<file path="src/hdl/tie_pkg.sv">
// constants and carrier types for the trap and interrupt entry block
package tie_pkg;
  // ---------------------------------------------------------------
  // register offsets (byte addresses)
  // ---------------------------------------------------------------
  localparam logic [7:0] OFF_STATUS   = 8'h00;
  localparam logic [7:0] OFF_CMD      = 8'h04;
  localparam logic [7:0] OFF_ENTRY    = 8'h08;
  localparam logic [7:0] OFF_ARG0_LO  = 8'h0C;
  localparam logic [7:0] OFF_ARG0_HI  = 8'h10;
  localparam logic [7:0] OFF_ARG1_LO  = 8'h14;
  localparam logic [7:0] OFF_ARG1_HI  = 8'h18;
  localparam logic [7:0] OFF_ARG2_LO  = 8'h1C;
  localparam logic [7:0] OFF_ARG2_HI  = 8'h20;
  localparam logic [7:0] OFF_SUMMARY  = 8'h24;
  localparam logic [7:0] OFF_MASK_LO  = 8'h28;
  localparam logic [7:0] OFF_MASK_HI  = 8'h2C;
  localparam logic [7:0] OFF_PC_LO    = 8'h30;
  localparam logic [7:0] OFF_PC_HI    = 8'h34;
  localparam logic [7:0] OFF_HALT     = 8'h38;
  localparam logic [7:0] OFF_PENDING  = 8'h3C;
  // ---------------------------------------------------------------
  // status word layout and reset
  // ---------------------------------------------------------------
  localparam int          SW_MODE_BIT = 3;
  localparam logic        MODE_KERNEL = 1'b0;
  localparam logic        MODE_USER   = 1'b1;
  localparam logic [3:0]  SW_RESET    = 4'h7;
  // priority levels per source
  localparam logic [2:0]  LVL_IPI     = 3'h5;
  localparam logic [2:0]  LVL_CLOCK   = 3'h5;
  localparam logic [2:0]  LVL_PERF    = 3'h6;
  localparam logic [2:0]  LVL_MCHK    = 3'h7;
  // summary flag positions
  localparam int BIT_INV = 1;
  localparam int BIT_DZE = 2;
  localparam int BIT_OVF = 3;
  localparam int BIT_UNF = 4;
  localparam int BIT_INE = 5;
  localparam int BIT_IOV = 6;
  localparam int FP_REG_BASE = 32;
  // software command codes (written to OFF_CMD)
  localparam logic [1:0] CMD_RET_TRAP = 2'h1;
  localparam logic [1:0] CMD_RET_SYS  = 2'h2;
  localparam logic [1:0] CMD_SWAP_LVL = 2'h3;

  typedef enum logic [2:0] {
    ENT_NONE  = 3'h0,
    ENT_ARITH = 3'h1,
    ENT_INSTR = 3'h2,
    ENT_INTR  = 3'h3,
    ENT_MEM   = 3'h4,
    ENT_SYS   = 3'h5,
    ENT_UNA   = 3'h6,
    ENT_HALT  = 3'h7
  } tie_entry_t;

  typedef enum logic [1:0] {
    HALT_NONE  = 2'h0,
    HALT_DMCHK = 2'h1,
    HALT_KSTK  = 2'h2
  } tie_halt_t;

  // fault requests from the pipeline, one-cycle pulses
  typedef struct packed {
    logic        arith;       // arithmetic trap completes
    logic [6:0]  arith_flags; // bit positions as summary register
    logic        dest_fp;
    logic [4:0]  dest_reg;
    logic        instr;
    logic [2:0]  instr_code;
    logic        mem;
    logic [2:0]  mem_code;
    logic [1:0]  mem_kind;    // 0 load, 1 store, 2 fetch
    logic        sys;
    logic        una;
    logic [31:0] una_instr;
    logic [63:0] vaddr;
    logic [63:0] pc;          // address of the faulting/trapping instr
    logic        stack_fault;
    logic [63:0] ksp;
  } tie_fault_t;

  // interrupt request levels from the platform
  typedef struct packed {
    logic        ipi;
    logic        clock;
    logic        mchk;
    logic        dev;
    logic [2:0]  dev_level;
    logic        perf;
    logic [63:0] vector;
    logic [63:0] logout_addr;
    logic        mchk_busy;   // first logout longword non-zero
  } tie_irq_t;
endpackage : tie_pkg

</file>
<file path="src/hdl/tie_core.sv">
// trap and interrupt entry logic with an axi4-lite register slave
`timescale 1ns/1ps
module tie_core (
  input  wire logic              i_clk,
  input  wire logic              i_resetn,
  input  wire tie_pkg::tie_fault_t i_fault,
  input  wire tie_pkg::tie_irq_t   i_irq,
  output logic                   o_entry_valid,
  output tie_pkg::tie_entry_t    o_entry,
  output logic [3:0]             o_status_word,
  output logic                   o_halt,
  input  wire logic              s_axi_awvalid,
  output logic                   s_axi_awready,
  input  wire logic [7:0]        s_axi_awaddr,
  input  wire logic              s_axi_wvalid,
  output logic                   s_axi_wready,
  input  wire logic [31:0]       s_axi_wdata,
  input  wire logic [3:0]        s_axi_wstrb,
  output logic                   s_axi_bvalid,
  input  wire logic              s_axi_bready,
  output logic [1:0]             s_axi_bresp,
  input  wire logic              s_axi_arvalid,
  output logic                   s_axi_arready,
  input  wire logic [7:0]        s_axi_araddr,
  output logic                   s_axi_rvalid,
  input  wire logic              s_axi_rready,
  output logic [31:0]            s_axi_rdata,
  output logic [1:0]             s_axi_rresp
);
  // ---------------------------------------------------------------
  // state
  // ---------------------------------------------------------------
  typedef struct packed {
    logic [3:0]          sw;
    logic [3:0]          saved_sw;
    tie_pkg::tie_entry_t entry;
    logic                entry_valid;
    logic [63:0]         a0;
    logic [63:0]         a1;
    logic [63:0]         a2;
    logic [63:0]         saved_pc;
    logic [6:0]          summary;
    logic [63:0]         wmask;
    tie_pkg::tie_halt_t  halt;
    logic                aw_got;
    logic [7:0]          aw_addr;
    logic                w_got;
    logic [31:0]         w_data;
    logic                w_lane0;
    logic                bvalid;
    logic                rvalid;
    logic [31:0]         rdata;
    logic [1:0]          rresp;
    logic [1:0]          bresp;
  } tie_state_t;

  tie_state_t st_reg;
  tie_state_t st_next;

  function automatic logic [3:0] legal_sw(input logic [3:0] v);
    // user mode cannot carry a level
    legal_sw = v[tie_pkg::SW_MODE_BIT] ? {tie_pkg::MODE_USER, 3'h0} : v;
  endfunction : legal_sw

  function automatic logic [31:0] pick(input logic [63:0] v, input logic hi);
    pick = hi ? v[63:32] : v[31:0];
  endfunction : pick

  // ---------------------------------------------------------------
  // interrupt arbitration
  // ---------------------------------------------------------------
  logic [2:0] cur_lvl;
  logic       irq_go;
  logic [2:0] irq_code;
  logic [2:0] irq_lvl;

  always_comb begin
    cur_lvl  = st_reg.sw[2:0];
    irq_go   = 1'b0;
    irq_code = 3'h0;
    irq_lvl  = 3'h0;
    // fixed order mchk, perf, dev at level 6 or above, ipi, clock, other dev; anything not above current level stays pending
    if (i_irq.mchk && tie_pkg::LVL_MCHK > cur_lvl) begin
      irq_go = 1'b1; irq_code = 3'h2; irq_lvl = tie_pkg::LVL_MCHK;
    end else if (i_irq.perf && tie_pkg::LVL_PERF > cur_lvl) begin
      irq_go = 1'b1; irq_code = 3'h4; irq_lvl = tie_pkg::LVL_PERF;
    end else if (i_irq.dev && i_irq.dev_level > cur_lvl
                 && i_irq.dev_level >= tie_pkg::LVL_PERF) begin
      irq_go = 1'b1; irq_code = 3'h3; irq_lvl = i_irq.dev_level;
    end else if (i_irq.ipi && tie_pkg::LVL_IPI > cur_lvl) begin
      irq_go = 1'b1; irq_code = 3'h0; irq_lvl = tie_pkg::LVL_IPI;
    end else if (i_irq.clock && tie_pkg::LVL_CLOCK > cur_lvl) begin
      irq_go = 1'b1; irq_code = 3'h1; irq_lvl = tie_pkg::LVL_CLOCK;
    end else if (i_irq.dev && i_irq.dev_level > cur_lvl) begin
      irq_go = 1'b1; irq_code = 3'h3; irq_lvl = i_irq.dev_level;
    end
  end

  // ---------------------------------------------------------------
  // bus decode
  // ---------------------------------------------------------------
  logic        wr_fire;
  logic        rd_fire;
  logic [31:0] rd_val;
  logic        rd_ok;
  logic        wr_ok;

  always_comb begin
    wr_fire = st_reg.aw_got && st_reg.w_got && !st_reg.bvalid;
    rd_fire = s_axi_arvalid && !st_reg.rvalid;
    rd_ok   = 1'b1;
    rd_val  = 32'h0000_0000;
    unique case (s_axi_araddr)
      tie_pkg::OFF_STATUS:  rd_val = {28'h0, st_reg.sw};
      tie_pkg::OFF_ENTRY:   rd_val = {29'h0, st_reg.entry};
      tie_pkg::OFF_ARG0_LO: rd_val = pick(st_reg.a0, 1'b0);
      tie_pkg::OFF_ARG0_HI: rd_val = pick(st_reg.a0, 1'b1);
      tie_pkg::OFF_ARG1_LO: rd_val = pick(st_reg.a1, 1'b0);
      tie_pkg::OFF_ARG1_HI: rd_val = pick(st_reg.a1, 1'b1);
      tie_pkg::OFF_ARG2_LO: rd_val = pick(st_reg.a2, 1'b0);
      tie_pkg::OFF_ARG2_HI: rd_val = pick(st_reg.a2, 1'b1);
      tie_pkg::OFF_SUMMARY: rd_val = {25'h0, st_reg.summary};
      tie_pkg::OFF_MASK_LO: rd_val = pick(st_reg.wmask, 1'b0);
      tie_pkg::OFF_MASK_HI: rd_val = pick(st_reg.wmask, 1'b1);
      tie_pkg::OFF_PC_LO:   rd_val = pick(st_reg.saved_pc, 1'b0);
      tie_pkg::OFF_PC_HI:   rd_val = pick(st_reg.saved_pc, 1'b1);
      tie_pkg::OFF_HALT:    rd_val = {30'h0, st_reg.halt};
      tie_pkg::OFF_PENDING: rd_val = {26'h0, i_irq.ipi, i_irq.clock, i_irq.mchk,
                                      i_irq.dev, i_irq.perf, i_irq.mchk_busy};
      tie_pkg::OFF_CMD:     rd_val = 32'h0000_0000;
      default:              rd_ok  = 1'b0;
    endcase
    wr_ok = (st_reg.aw_addr == tie_pkg::OFF_CMD) || (st_reg.aw_addr == tie_pkg::OFF_SUMMARY);
  end

  // ---------------------------------------------------------------
  // next state
  // ---------------------------------------------------------------
  always_comb begin
    st_next = st_reg;
    st_next.entry_valid = 1'b0;
    // write channel capture
    if (s_axi_awvalid && !st_reg.aw_got) begin
      st_next.aw_got  = 1'b1;
      st_next.aw_addr = s_axi_awaddr;
    end
    if (s_axi_wvalid && !st_reg.w_got) begin
      st_next.w_got  = 1'b1;
      st_next.w_data = s_axi_wdata;
      // strobe travels with its data; the master may drop it once w is taken
      st_next.w_lane0 = s_axi_wstrb[0];
    end
    if (st_reg.bvalid && s_axi_bready) st_next.bvalid = 1'b0;
    if (st_reg.rvalid && s_axi_rready) st_next.rvalid = 1'b0;
    if (rd_fire) begin
      st_next.rvalid = 1'b1;
      st_next.rdata  = rd_ok ? rd_val : 32'h0000_0000;
      st_next.rresp  = rd_ok ? 2'b00 : 2'b10;
    end
    // software commands: trap return, syscall return, level swap
    if (wr_fire) begin
      st_next.aw_got = 1'b0;
      st_next.w_got  = 1'b0;
      st_next.bvalid = 1'b1;
      st_next.bresp  = wr_ok ? 2'b00 : 2'b10;
      if (st_reg.aw_addr == tie_pkg::OFF_CMD && st_reg.w_lane0) begin
        unique case (st_reg.w_data[1:0])
          tie_pkg::CMD_RET_TRAP,
          tie_pkg::CMD_RET_SYS:  st_next.sw = legal_sw(st_reg.saved_sw);
          tie_pkg::CMD_SWAP_LVL: begin
            // lowering the level re-opens arbitration next cycle
            if (!st_reg.sw[tie_pkg::SW_MODE_BIT])
              st_next.sw = {tie_pkg::MODE_KERNEL, st_reg.w_data[6:4]};
          end
          default: ;
        endcase
      end else if (st_reg.aw_addr == tie_pkg::OFF_SUMMARY && st_reg.w_lane0) begin
        // writing clears summary and write mask
        st_next.summary = 7'h00;
        st_next.wmask   = 64'h0;
      end
    end
    // pipeline reports of exceptional results accumulate; set beats clear
    if (i_fault.arith) begin
      st_next.summary = st_next.summary | (i_fault.arith_flags & 7'h7E);
      st_next.wmask[{i_fault.dest_fp, i_fault.dest_reg}] = 1'b1;
    end
    // entry dispatch, one at a time, kernel stack halt has top priority, double mchk halt only after all faults
    if (st_reg.halt == tie_pkg::HALT_NONE) begin
      if (i_fault.stack_fault || (i_fault.ksp[2:0] != 3'h0)) begin
        st_next.halt  = tie_pkg::HALT_KSTK;
        st_next.entry = tie_pkg::ENT_HALT;
      end else if (i_fault.arith || i_fault.instr || i_fault.mem
                   || i_fault.una || i_fault.sys || irq_go) begin
        st_next.entry_valid = 1'b1;
        st_next.saved_sw    = st_reg.sw;
        st_next.saved_pc    = i_fault.pc;
        st_next.sw[tie_pkg::SW_MODE_BIT] = tie_pkg::MODE_KERNEL;
        if (i_fault.arith) begin
          st_next.entry = tie_pkg::ENT_ARITH;
          st_next.a0 = {57'h0, st_next.summary};
          st_next.a1 = st_next.wmask;
          st_next.saved_pc = i_fault.pc;
        end else if (i_fault.instr) begin
          st_next.entry = tie_pkg::ENT_INSTR;
          st_next.a0 = {61'h0, i_fault.instr_code};
          st_next.saved_pc = (i_fault.instr_code == 3'h3) ? i_fault.pc
                             : i_fault.pc + 64'h4;
        end else if (i_fault.mem) begin
          st_next.entry = tie_pkg::ENT_MEM;
          st_next.a0 = i_fault.vaddr;
          st_next.a1 = {61'h0, i_fault.mem_code};
          st_next.a2 = (i_fault.mem_kind == 2'h2) ? 64'hFFFF_FFFF_FFFF_FFFF
                     : (i_fault.mem_kind == 2'h1) ? 64'h1 : 64'h0;
          st_next.sw = {tie_pkg::MODE_KERNEL, st_reg.sw[2:0]};
        end else if (i_fault.una) begin
          st_next.entry = tie_pkg::ENT_UNA;
          st_next.a0 = i_fault.vaddr;
          st_next.a1 = {58'h0, i_fault.una_instr[31:26]};
          st_next.a2 = {59'h0, i_fault.una_instr[25:21]};
          st_next.sw = {tie_pkg::MODE_KERNEL, st_reg.sw[2:0]};
        end else if (i_fault.sys) begin
          // a0..a2 keep their contents; only scratch state is touched
          st_next.entry = tie_pkg::ENT_SYS;
          st_next.saved_pc = i_fault.pc + 64'h4;
          st_next.sw = {tie_pkg::MODE_KERNEL, st_reg.sw[2:0]};
        end else if (irq_code == 3'h2 && i_irq.mchk_busy) begin
          st_next.entry_valid = 1'b0;
          st_next.halt  = tie_pkg::HALT_DMCHK;
          st_next.entry = tie_pkg::ENT_HALT;
          st_next.sw    = st_reg.sw;
        end else begin
          st_next.entry = tie_pkg::ENT_INTR;
          st_next.sw = {tie_pkg::MODE_KERNEL, irq_lvl};
          st_next.a0 = {61'h0, irq_code};
          st_next.a1 = i_irq.vector;
          st_next.a2 = (irq_code == 3'h2) ? i_irq.logout_addr : 64'h0;
        end
      end
    end
  end

  always_ff @(posedge i_clk) begin
    if (!i_resetn) begin
      st_reg       <= '0;
      st_reg.sw    <= tie_pkg::SW_RESET;
      st_reg.entry <= tie_pkg::ENT_NONE;
      st_reg.halt  <= tie_pkg::HALT_NONE;
    end else begin
      st_reg <= st_next;
    end
  end

  // ---------------------------------------------------------------
  // outputs
  // ---------------------------------------------------------------
  assign o_entry_valid = st_reg.entry_valid;
  assign o_entry       = st_reg.entry;
  assign o_status_word = st_reg.sw;
  assign o_halt        = st_reg.halt != tie_pkg::HALT_NONE;
  assign s_axi_awready = !st_reg.aw_got;
  assign s_axi_wready  = !st_reg.w_got;
  assign s_axi_bvalid  = st_reg.bvalid;
  assign s_axi_bresp   = st_reg.bresp;
  assign s_axi_arready = !st_reg.rvalid;
  assign s_axi_rvalid  = st_reg.rvalid;
  assign s_axi_rdata   = st_reg.rdata;
  assign s_axi_rresp   = st_reg.rresp;

  // ---------------------------------------------------------------
  // checks
  // ---------------------------------------------------------------
  property p_user_zero;
    @(posedge i_clk) disable iff (!i_resetn)
      o_status_word[3] |-> o_status_word[2:0] == 3'h0;
  endproperty
  a_user_zero: assert property (p_user_zero) else $error("user mode with level");

  property p_entry_kernel;
    @(posedge i_clk) disable iff (!i_resetn)
      o_entry_valid |-> !o_status_word[3];
  endproperty
  a_entry_kernel: assert property (p_entry_kernel) else $error("entry not kernel");

  property p_sw_stable;
    @(posedge i_clk) disable iff (!i_resetn)
      (!o_entry_valid && !$past(wr_fire)) |-> $stable(o_status_word);
  endproperty
  a_sw_stable: assert property (p_sw_stable) else $error("status word changed");

  property p_mchk_lvl;
    @(posedge i_clk) disable iff (!i_resetn)
      (o_entry_valid && o_entry == tie_pkg::ENT_INTR && st_reg.a0 == 64'h2)
        |-> o_status_word[2:0] == 3'h7;
  endproperty
  a_mchk_lvl: assert property (p_mchk_lvl) else $error("mchk level wrong");

  property p_int_above;
    @(posedge i_clk) disable iff (!i_resetn)
      (o_entry_valid && o_entry == tie_pkg::ENT_INTR)
        |-> o_status_word[2:0] > $past(o_status_word[2:0]);
  endproperty
  a_int_above: assert property (p_int_above) else $error("interrupt not above level");

  property p_arith_keep;
    @(posedge i_clk) disable iff (!i_resetn)
      (o_entry_valid && o_entry == tie_pkg::ENT_ARITH)
        |-> o_status_word[2:0] == $past(o_status_word[2:0]);
  endproperty
  a_arith_keep: assert property (p_arith_keep) else $error("arith changed level");

  property p_dmchk;
    @(posedge i_clk) disable iff (!i_resetn)
      (irq_go && irq_code == 3'h2 && i_irq.mchk_busy && !o_halt
       && !i_fault.arith && !i_fault.instr && !i_fault.mem && !i_fault.una
       && !i_fault.sys && !i_fault.stack_fault && i_fault.ksp[2:0] == 3'h0)
        |=> o_halt && !o_entry_valid;
  endproperty
  a_dmchk: assert property (p_dmchk) else $error("no double mchk halt");

  property p_kstk;
    @(posedge i_clk) disable iff (!i_resetn)
      (!o_halt && i_fault.ksp[2:0] != 3'h0) |=> o_halt;
  endproperty
  a_kstk: assert property (p_kstk) else $error("no stack halt");

  property p_mem_a2;
    @(posedge i_clk) disable iff (!i_resetn)
      (o_entry_valid && o_entry == tie_pkg::ENT_MEM && $past(i_fault.mem_kind) == 2'h1)
        |-> st_reg.a2 == 64'h1;
  endproperty
  a_mem_a2: assert property (p_mem_a2) else $error("store a2 wrong");

  property p_mem_fetch;
    @(posedge i_clk) disable iff (!i_resetn)
      (o_entry_valid && o_entry == tie_pkg::ENT_MEM && $past(i_fault.mem_kind) == 2'h2)
        |-> st_reg.a2 == 64'hFFFF_FFFF_FFFF_FFFF;
  endproperty
  a_mem_fetch: assert property (p_mem_fetch) else $error("fetch a2 wrong");

  property p_halt_sticky;
    @(posedge i_clk) disable iff (!i_resetn)
      o_halt |=> o_halt && !o_entry_valid;
  endproperty
  a_halt_sticky: assert property (p_halt_sticky) else $error("halt released");

  property p_instr_keep;
    @(posedge i_clk) disable iff (!i_resetn)
      (o_entry_valid && o_entry == tie_pkg::ENT_INSTR)
        |-> o_status_word[2:0] == $past(o_status_word[2:0]);
  endproperty
  a_instr_keep: assert property (p_instr_keep) else $error("instr fault changed level");
endmodule : tie_core

</file>
<file path="config.mk">
export PLATFORM = sky130hd
export DESIGN_NAME = tie_core
export DESIGN_NICKNAME = d
export VERILOG_FILES = /design/src/hdl/tie_pkg.sv /design/src/hdl/tie_core.sv
export SDC_FILE = /design/constraint.sdc
export NUM_CORES = 1
export LEC_CHECK = 0
export BUFFER_PORTS_ARGS = -buffer_cell sky130_fd_sc_hd__buf_2
export CORE_ASPECT_RATIO = 0.5
export CORE_MARGIN = 3
export CORE_UTILIZATION = 45
export CTS_CLUSTER_SIZE = 20
export DETAILED_ROUTE_END_ITERATION = 7
export PLACE_DENSITY = 0.79
export SLEW_MARGIN = 20
export SYNTH_ARGS = -nofsm -noshare
export SYNTH_HDL_FRONTEND = slang
export SYNTH_SLANG_ARGS = --single-unit
</file>
<file path="constraint.sdc">
create_clock -name i_clk -period 5.1 [get_ports i_clk]
set_input_delay 0.51 -clock i_clk [delete_from_list [all_inputs] [get_ports i_clk]]
set_output_delay 0.51 -clock i_clk [all_outputs]
set_load 0.02 [all_outputs]
</file>
==> results of run 1 <==
[routing by layer]
layer | GRT usage [%] | wire length [um] | vias to the layer above
li1 | - | - | 9506
met1 | 44.73 | 32460 | 10110
met2 | 51.23 | 36290 | 1346
met3 | 12.79 | 11810 | 282
met4 | 15.20 | 4474 | 6
met5 | 0 | 39 | -
[power by group through the flow]
stage                     clock network, W  logic (W)  registers [W]
after global placement                   0   0.000631        0.00322
after CTS                          0.00292   0.000640        0.00316
after floorplan                          0   0.000336        0.00321
after detailed placement                 0   0.000637        0.00323
after global routing               0.00305   0.000697        0.00316
final                              0.00293   0.000662        0.00316
[cell families after synthesis]
kind of cell | share of synthesized area (%)
XOR/XNOR | 2.654
AND/OR/NAND/NOR | 17.85
buffers and inverters | 6.540
multiplexers | 3.880
other | 0.01894
adder cells (fa/ha/maj) | 0.4423
flip-flops | 39.73
AO/OA/AOI/OAI | 28.88
[stage by stage]
| step | worst slack, ns | hold slack (ns) | std cells | cell area [um2] | util [%] |
|---|---|---|---|---|---|
| floorplan | 2.419 | 0.4168 | 2468 | 19800 | - |
| global placement | 1.579 | 0.4284 | 3196 | 21730 | 50.89 |
| detailed placement | 1.553 | 0.4334 | 3196 | 21730 | 50.89 |
| CTS | 1.546 | 0.1334 | 3263 | 22970 | 53.79 |
| global route | 1.243 | 0.1462 | 3263 | 22980 | 53.81 |
| finish | 1.426 | 0.1410 | 3263 | 22980 | 53.81 |
[layout by cell type, fill, tap and decap left out, types with 28 or more instances in the layout]
cell type | Yosys | layout
sky130_fd_sc_hd__a211oi_1 | 80 | 79
sky130_fd_sc_hd__a21oi_1 | 282 | 280
sky130_fd_sc_hd__a221oi_1 | 71 | 71
sky130_fd_sc_hd__a22oi_1 | 103 | 103
sky130_fd_sc_hd__a311oi_1 | 66 | 66
sky130_fd_sc_hd__buf_2 | 6 | 381
sky130_fd_sc_hd__buf_4 | 43 | 42
sky130_fd_sc_hd__clkbuf_16 | 0 | 37
sky130_fd_sc_hd__dfxtp_1 | 393 | 393
sky130_fd_sc_hd__mux2_2 | 28 | 28
sky130_fd_sc_hd__mux2i_1 | 43 | 43
sky130_fd_sc_hd__nand2_1 | 194 | 194
sky130_fd_sc_hd__nand3_1 | 47 | 47
sky130_fd_sc_hd__nand4_1 | 83 | 83
sky130_fd_sc_hd__nor2_1 | 281 | 276
sky130_fd_sc_hd__nor3_1 | 32 | 31
sky130_fd_sc_hd__o21ai_0 | 185 | 185
sky130_fd_sc_hd__xnor2_1 | 36 | 36
[worst max-delay path: cells and delay by family, from the launching register on]
kind | cells | cell delay, ns
compound gates | 4 | 2.09
fa+ha+maj | 1 | 0.33
buf+inv | 2 | 0.54
flops | 1 | 0.53
simple gates | 1 | 0.06
[worst max path at each step]
stage	slack [ns]	startpoint	endpoint
after global routing	1.24	o_status_word[2]	st_reg[345]
final	1.43	o_status_word[2]	st_reg[345]
after floorplan	2.42	i_irq[132]	st_reg[224]
after CTS	1.55	o_status_word[1]	st_reg[345]
after detailed placement	1.55	i_irq[136]	st_reg[346]
after global placement	1.58	o_status_word[2]	st_reg[345]
[area by class of cell]
type	instances	area, um2
Clock buffer	48	1027
Clock inverter	19	212.7
Fill cell	4037	19730
Inverter	23	93.84
Multi-Input combinational cell	1777	10770
Sequential cell	393	7868
Tap cell	577	721.9
Timing Repair Buffer	426	2282
==> summary.md, run 1 <==
| Metric | Value |
|---|---|
| Global-route wire length before repair | 122200 um |
| Max-cap viol count | 0 |
| Setup slack of the worst register-to-register path | 1.43 ns |
| Cells along the critical path | inv_1 -> ha_1 -> a32oi_1 -> a21boi_1 -> a211oi_4 -> buf_4 -> nor2_1 -> a211oi_1 |
| Die extent in x | 302.7 um |
| CTS Root Cell | sky130_fd_sc_hd__clkbuf_16 |
| # nets final | 3112 |
| Total negative setup slack | 0 ns |
| Final WL | 85080 um |
| Achievable clock frequency | 0.2722 GHz |
| Sink count of the clock tree | 393 |
| Critical path startpoint category | register |
| Post-synthesis sequential element count | 393 |
| Number of detailed-route iterations in the first pass | 7 |
| Max reg flops | 349 |
| CP max stage cell | sky130_fd_sc_hd__a211oi_4 |
| Post-DRT Antenna Nets | 0 |
| Vert. Die Dim | 154.3 um |
| Final count of negative-setup-slack endpoints | 0 |
| CTS H-Tree Depth | 2 |
| Dominant cell type by area after synthesis | sky130_fd_sc_hd__dfxtp_1 |
| Most frequently used cell type in the post-synthesis netlist | sky130_fd_sc_hd__dfxtp_1 |
| DR vias | 21250 |
| Max incr delay on CP | 0.90 ns |
| Effective utilization at floorplan | 46.36% |
| Gpl congestion | 1.019 |
| Normalized max-slew margin | 26.26% |
| Internal portion of total power | 0.004979 W |
| Placeable Area | 0.04271 mm2 |
| Worst Max-Slew Pin Slew | 1.106 ns |
| Syn Inst Count | 2467 |
| Total die area | 0.04671 mm2 |
| Count of input and output buffers | 381 |
| Fin. Hold Viols | 0 |
| Result of the run | completed |
| Clock Pin Slew Worst Setup and Hold Paths | 0.07 ns |
| Mean Syn Cell Area | 8.026 um2 |
| Clock network fraction of total power | 43.4% |
| Kind of critical path | register to register |
| Number of placed I/O pins | 497 |
| Sink of the worst hold path | s_axi_rvalid |
| Asr flop ratio synth | 0% |
| Total DRC errors in the routed layout | 0 |
| Count of distinct cell types in the synthesized netlist | 75 |
| Hold Buf Count CTS | 0 |
| Worst r2r dst | st_reg[345] |
| Sequential cell area fraction in the yosys report | 39.73% |
| Hold_sp | s_axi_rready |
| Unrepaired setup endpoints after global routing | false |
| Number of warnings issued by yosys | 0 |
| Share of final-layout standard cells stronger than drive strength 1 | 20.81% |
| Most instantiated flip-flop cell in the synthesis netlist | sky130_fd_sc_hd__dfxtp_1 |
| Reg2Reg Depth | 8 |
| Global-route usage over all layers | 34.49% |
| Gr ovfl total | 0 |
| Worst Clk Skew | 0.02985 ns |
| Final period demand of the worst path | 3.674 ns |
| Total Power Consumption | 0.006749 W |
| Combinational power share | 9.8% |
| Number of cells on the worst hold path | 2 |
| Sw frac | 26.23% |
| Cell area power density | 293.7 mW/mm2 |
| Net switching power of the design | 0.001770 W |
| Endpoint class of the critical path | register |
| Arrival time reported for the critical path endpoint | 4.12 ns |
| Final slew viol count | 0 |
| Cell leakage power | 7.986 nW |
| Relative contribution of sequential cells to total power | 46.8% |
| EDFF count, synth | 0 |
| Share of the synthesized area in the top cell type | 39.73% |
| Postcts setup bufs | 0 |
| Maximum number of buffers from clock root to sink | 3 |
| Vias in the first global route | 19440 |
| Antenna violations before repair | 4 |
| Pin count of the biggest net entering global routing | 125 |
| Required time of the critical path | 5.54 ns |
| Mapped Area | 0.01980 mm2 |
| Top cells by instance count after synthesis | sky130_fd_sc_hd__dfxtp_1 (393), sky130_fd_sc_hd__a21oi_1 (282), sky130_fd_sc_hd__nor2_1 (281), sky130_fd_sc_hd__clkbuf_1 (208), sky130_fd_sc_hd__nand2_1 (194) |
| Number of rows in the core area | 53 |
| Count of cells resized by post-cts repair | 0 |
| Post-detailed-route via-to-cell ratio | 6.512 |
| Worst reg2reg startpoint | o_status_word[2] |
| Clock tree from TritonCTS | done |
| Max VDD drop | 0.2400 mV |
| Clock insertion delay at the later pin of the skew report | 0.56 ns |
| Final worst-path cycle share | 72.04% |
| Largest fanout of any net on the critical path | 21 |
| Relative area change from synthesis to final layout | 16.05% |
| Class of the tightest hold or removal check | primary input to register |
| Wire per inst | 26.07 um |
| Top post-synthesis cells by area | sky130_fd_sc_hd__dfxtp_1 (40%), sky130_fd_sc_hd__a21oi_1 (7.1%), sky130_fd_sc_hd__nor2_1 (5.3%), sky130_fd_sc_hd__o21ai_0 (4.7%), sky130_fd_sc_hd__clkbuf_1 (3.9%) |
| HPWL after detailed placement | 62700 um |
| Number of DRC markers after the initial detailed-route iteration | 3479 |
| Number of buffers inserted during clock tree synthesis | 37 |
| Antenna diode count | 0 |
Note: power is estimated with default switching activity, not from simulation.
==> inputs of run 2 (changes only) <==
==> constraint.sdc (replaced) <==
create_clock -name i_clk -period 3.65 [get_ports i_clk]
set_input_delay 0.365 -clock i_clk [delete_from_list [all_inputs] [get_ports i_clk]]
set_output_delay 0.365 -clock i_clk [all_outputs]
set_load 0.02 [all_outputs]
==> summary.md, run 2 (synthesized netlist as in run 1, its figures left out) <==
| Metric | Value |
|---|---|
| Result of the run | completed |
| Number of placed I/O pins | 497 |
| Cell leakage power | 8.147 nW |
| Commonest non-fill, non-tap cell in the layout | sky130_fd_sc_hd__dfxtp_1 |
| Gpl congestion | 1.045 |
| Sink of the worst hold path | s_axi_rvalid |
| Reg2Reg Depth | 9 |
| Global-route usage over all layers | 34.56% |
| Worst Max-Slew Pin Slew | 1.146 ns |
| DR vias | 21480 |
| Clock Pin Slew Worst Setup and Hold Paths | 0.07 ns |
| Count of input and output buffers | 381 |
| Post-DRT Antenna Nets | 0 |
| Number of DRC markers after the initial detailed-route iteration | 3423 |
| Arrival time reported for the critical path endpoint | 3.82 ns |
| Net switching power of the design | 0.002451 W |
| Achievable clock frequency | 0.2955 GHz |
| Total die area | 0.04671 mm2 |
| HPWL after detailed placement | 63600 um |
| Endpoint class of the critical path | register |
| Worst reg2reg startpoint | o_status_word[1] |
| Largest fanout of any net on the critical path | 125 |
| Wire per inst | 25.92 um |
| Final period demand of the worst path | 3.384 ns |
| FILL cells | 4076 |
| Critical path startpoint category | register |
| Share of final-layout standard cells stronger than drive strength 1 | 21.44% |
| Effective utilization at floorplan | 46.36% |
| Sink count of the clock tree | 393 |
| Number of rows in the core area | 53 |
| Count of cells resized by post-cts repair | 0 |
| Final slew viol count | 0 |
| Final worst-path cycle share | 92.72% |
| Hold_sp | s_axi_rready |
| Max VDD drop | 0.3185 mV |
| Pin count of the biggest net entering global routing | 129 |
| Class of the tightest hold or removal check | primary input to register |
| Max-cap viol count | 0 |
| Vias in the first global route | 19780 |
| Total negative setup slack | 0 ns |
| Gr ovfl total | 0 |
| Total DRC errors in the routed layout | 0 |
| Number of detailed-route iterations in the first pass | 6 |
| Final setup slack of the worst path | 0.2657 ns |
| Final WL | 85400 um |
| Placement-stage worst setup slack | 0.3956 ns |
| Global-route wire length before repair | 122400 um |
| CTS Root Cell | sky130_fd_sc_hd__clkbuf_16 |
| Worst r2r dst | st_reg[348] |
| Setup slack of the worst register-to-register path | 0.27 ns |
| Hold Buf Count CTS | 0 |
| Most used cells in the layout excluding fill and tap cells | sky130_fd_sc_hd__dfxtp_1 (393), sky130_fd_sc_hd__buf_2 (381), sky130_fd_sc_hd__a21oi_1 (280) |
| Relative area change from synthesis to final layout | 17.48% |
| Vert. Die Dim | 154.3 um |
| Worst hold slack | 0.007096 ns |
| Clock insertion delay at the later pin of the skew report | 0.55 ns |
| Internal portion of total power | 0.006969 W |
| Unrepaired setup endpoints after global routing | false |
| Clock network fraction of total power | 43.0% |
| Max reg flops | 349 |
| Kind of critical path | register to register |
| Antenna violations before repair | 4 |
| Total Power Consumption | 0.009420 W |
| Normalized max-slew margin | 23.11% |
| Maximum number of buffers from clock root to sink | 3 |
| CTS H-Tree Depth | 2 |
| Cell area power density | 405.0 mW/mm2 |
| Required time of the critical path | 4.09 ns |
| Die extent in x | 302.7 um |
| Worst Clk Skew | 0.02629 ns |
| Post-detailed-route via-to-cell ratio | 6.520 |
| Total placed instance area | 0.02202 mm2 |
| Combinational power share | 10.1% |
| Layout Cell Area excl Fill | 0.02326 mm2 |
| # nets final | 3141 |
| Fin. Hold Viols | 0 |
| Relative contribution of sequential cells to total power | 46.9% |
| Number of cells on the worst hold path | 2 |
| Postcts setup bufs | 0 |
| Sw frac | 26.02% |
| Number of buffers inserted during clock tree synthesis | 36 |
| Final count of negative-setup-slack endpoints | 0 |
| Clock tree from TritonCTS | done |
| Placeable Area | 0.04271 mm2 |
run 2: changes by cell type in the layout (fill, tap and decap cells not counted), sizes merged, moves of 2 or more:
cell	delta
inv	-2
diode	+2
buf	+30
clkbuf	+6
clkinv	-2
clkinvlp	-2
run 2: layout make-up:
cell class / instances / area [um2] / share of cell area [%]
repair buffers: 456 / 2570 / 11.05
flip-flops and latches: 393 / 7868 / 33.82
clock buffers: 54 / 1081 / 4.647
multi-input cells: 1777 / 10760 / 46.27
diodes: 2 / 5.005 / 0.02152
well taps: 577 / 721.9 / 3.104
inverters: 23 / 93.84 / 0.4034
clock inverters: 12 / 158.9 / 0.6831
run 2: how the worst max path moves through the flow:
| stage | cells after the start | slack, ns | from | to |
|---|---|---|---|---|
| final | 9 | 0.27 | o_status_word[1] | st_reg[348] |
| after global placement | 8 | 0.52 | o_status_word[2] | st_reg[348] |
| after CTS | 9 | 0.37 | o_status_word[1] | st_reg[348] |
| after floorplan | 8 | 1.02 | o_status_word[2] | st_reg[224] |
| after global routing | 9 | 0.07 | o_status_word[1] | st_reg[348] |
| after detailed placement | 9 | 0.40 | o_status_word[1] | st_reg[348] |
run 2: power groups by stage:
stage | Clock, W | Sequential [W] | Combinational (W)
global route | 0.00422 | 0.00442 | 0.00100
global placement | 0 | 0.00451 | 0.000906
finish | 0.00405 | 0.00441 | 0.000951
floorplan | 0 | 0.00448 | 0.000470
CTS | 0.00404 | 0.00441 | 0.000919
detailed placement | 0 | 0.00451 | 0.000915
run 2: per-layer routing:
layer | GRT usage, % | share of wire (%)
met4 | 15.04 | 4.9
met2 | 51.89 | 43
met5 | 0 | 0.025
met1 | 45.24 | 39
met3 | 11.60 | 13
run 2: stage by stage:
stage	util (%)	std cells
floorplan	-	2468
global placement	51.55	3226
detailed placement	51.55	3226
CTS	54.46	3292
global route	54.47	3294
finish	54.47	3294
run 2: worst max-delay path, cell delays in order, from the launching register on:
cell                       delay, ns
sky130_fd_sc_hd__dfxtp_1        0.51
sky130_fd_sc_hd__inv_1          0.16
sky130_fd_sc_hd__ha_1           0.32
sky130_fd_sc_hd__nand2b_1       0.06
sky130_fd_sc_hd__a32oi_1        0.22
sky130_fd_sc_hd__a21boi_1       0.31
sky130_fd_sc_hd__a21oi_4        0.25
sky130_fd_sc_hd__buf_4          0.83
sky130_fd_sc_hd__o211ai_1       0.23
sky130_fd_sc_hd__o221a_2        0.30
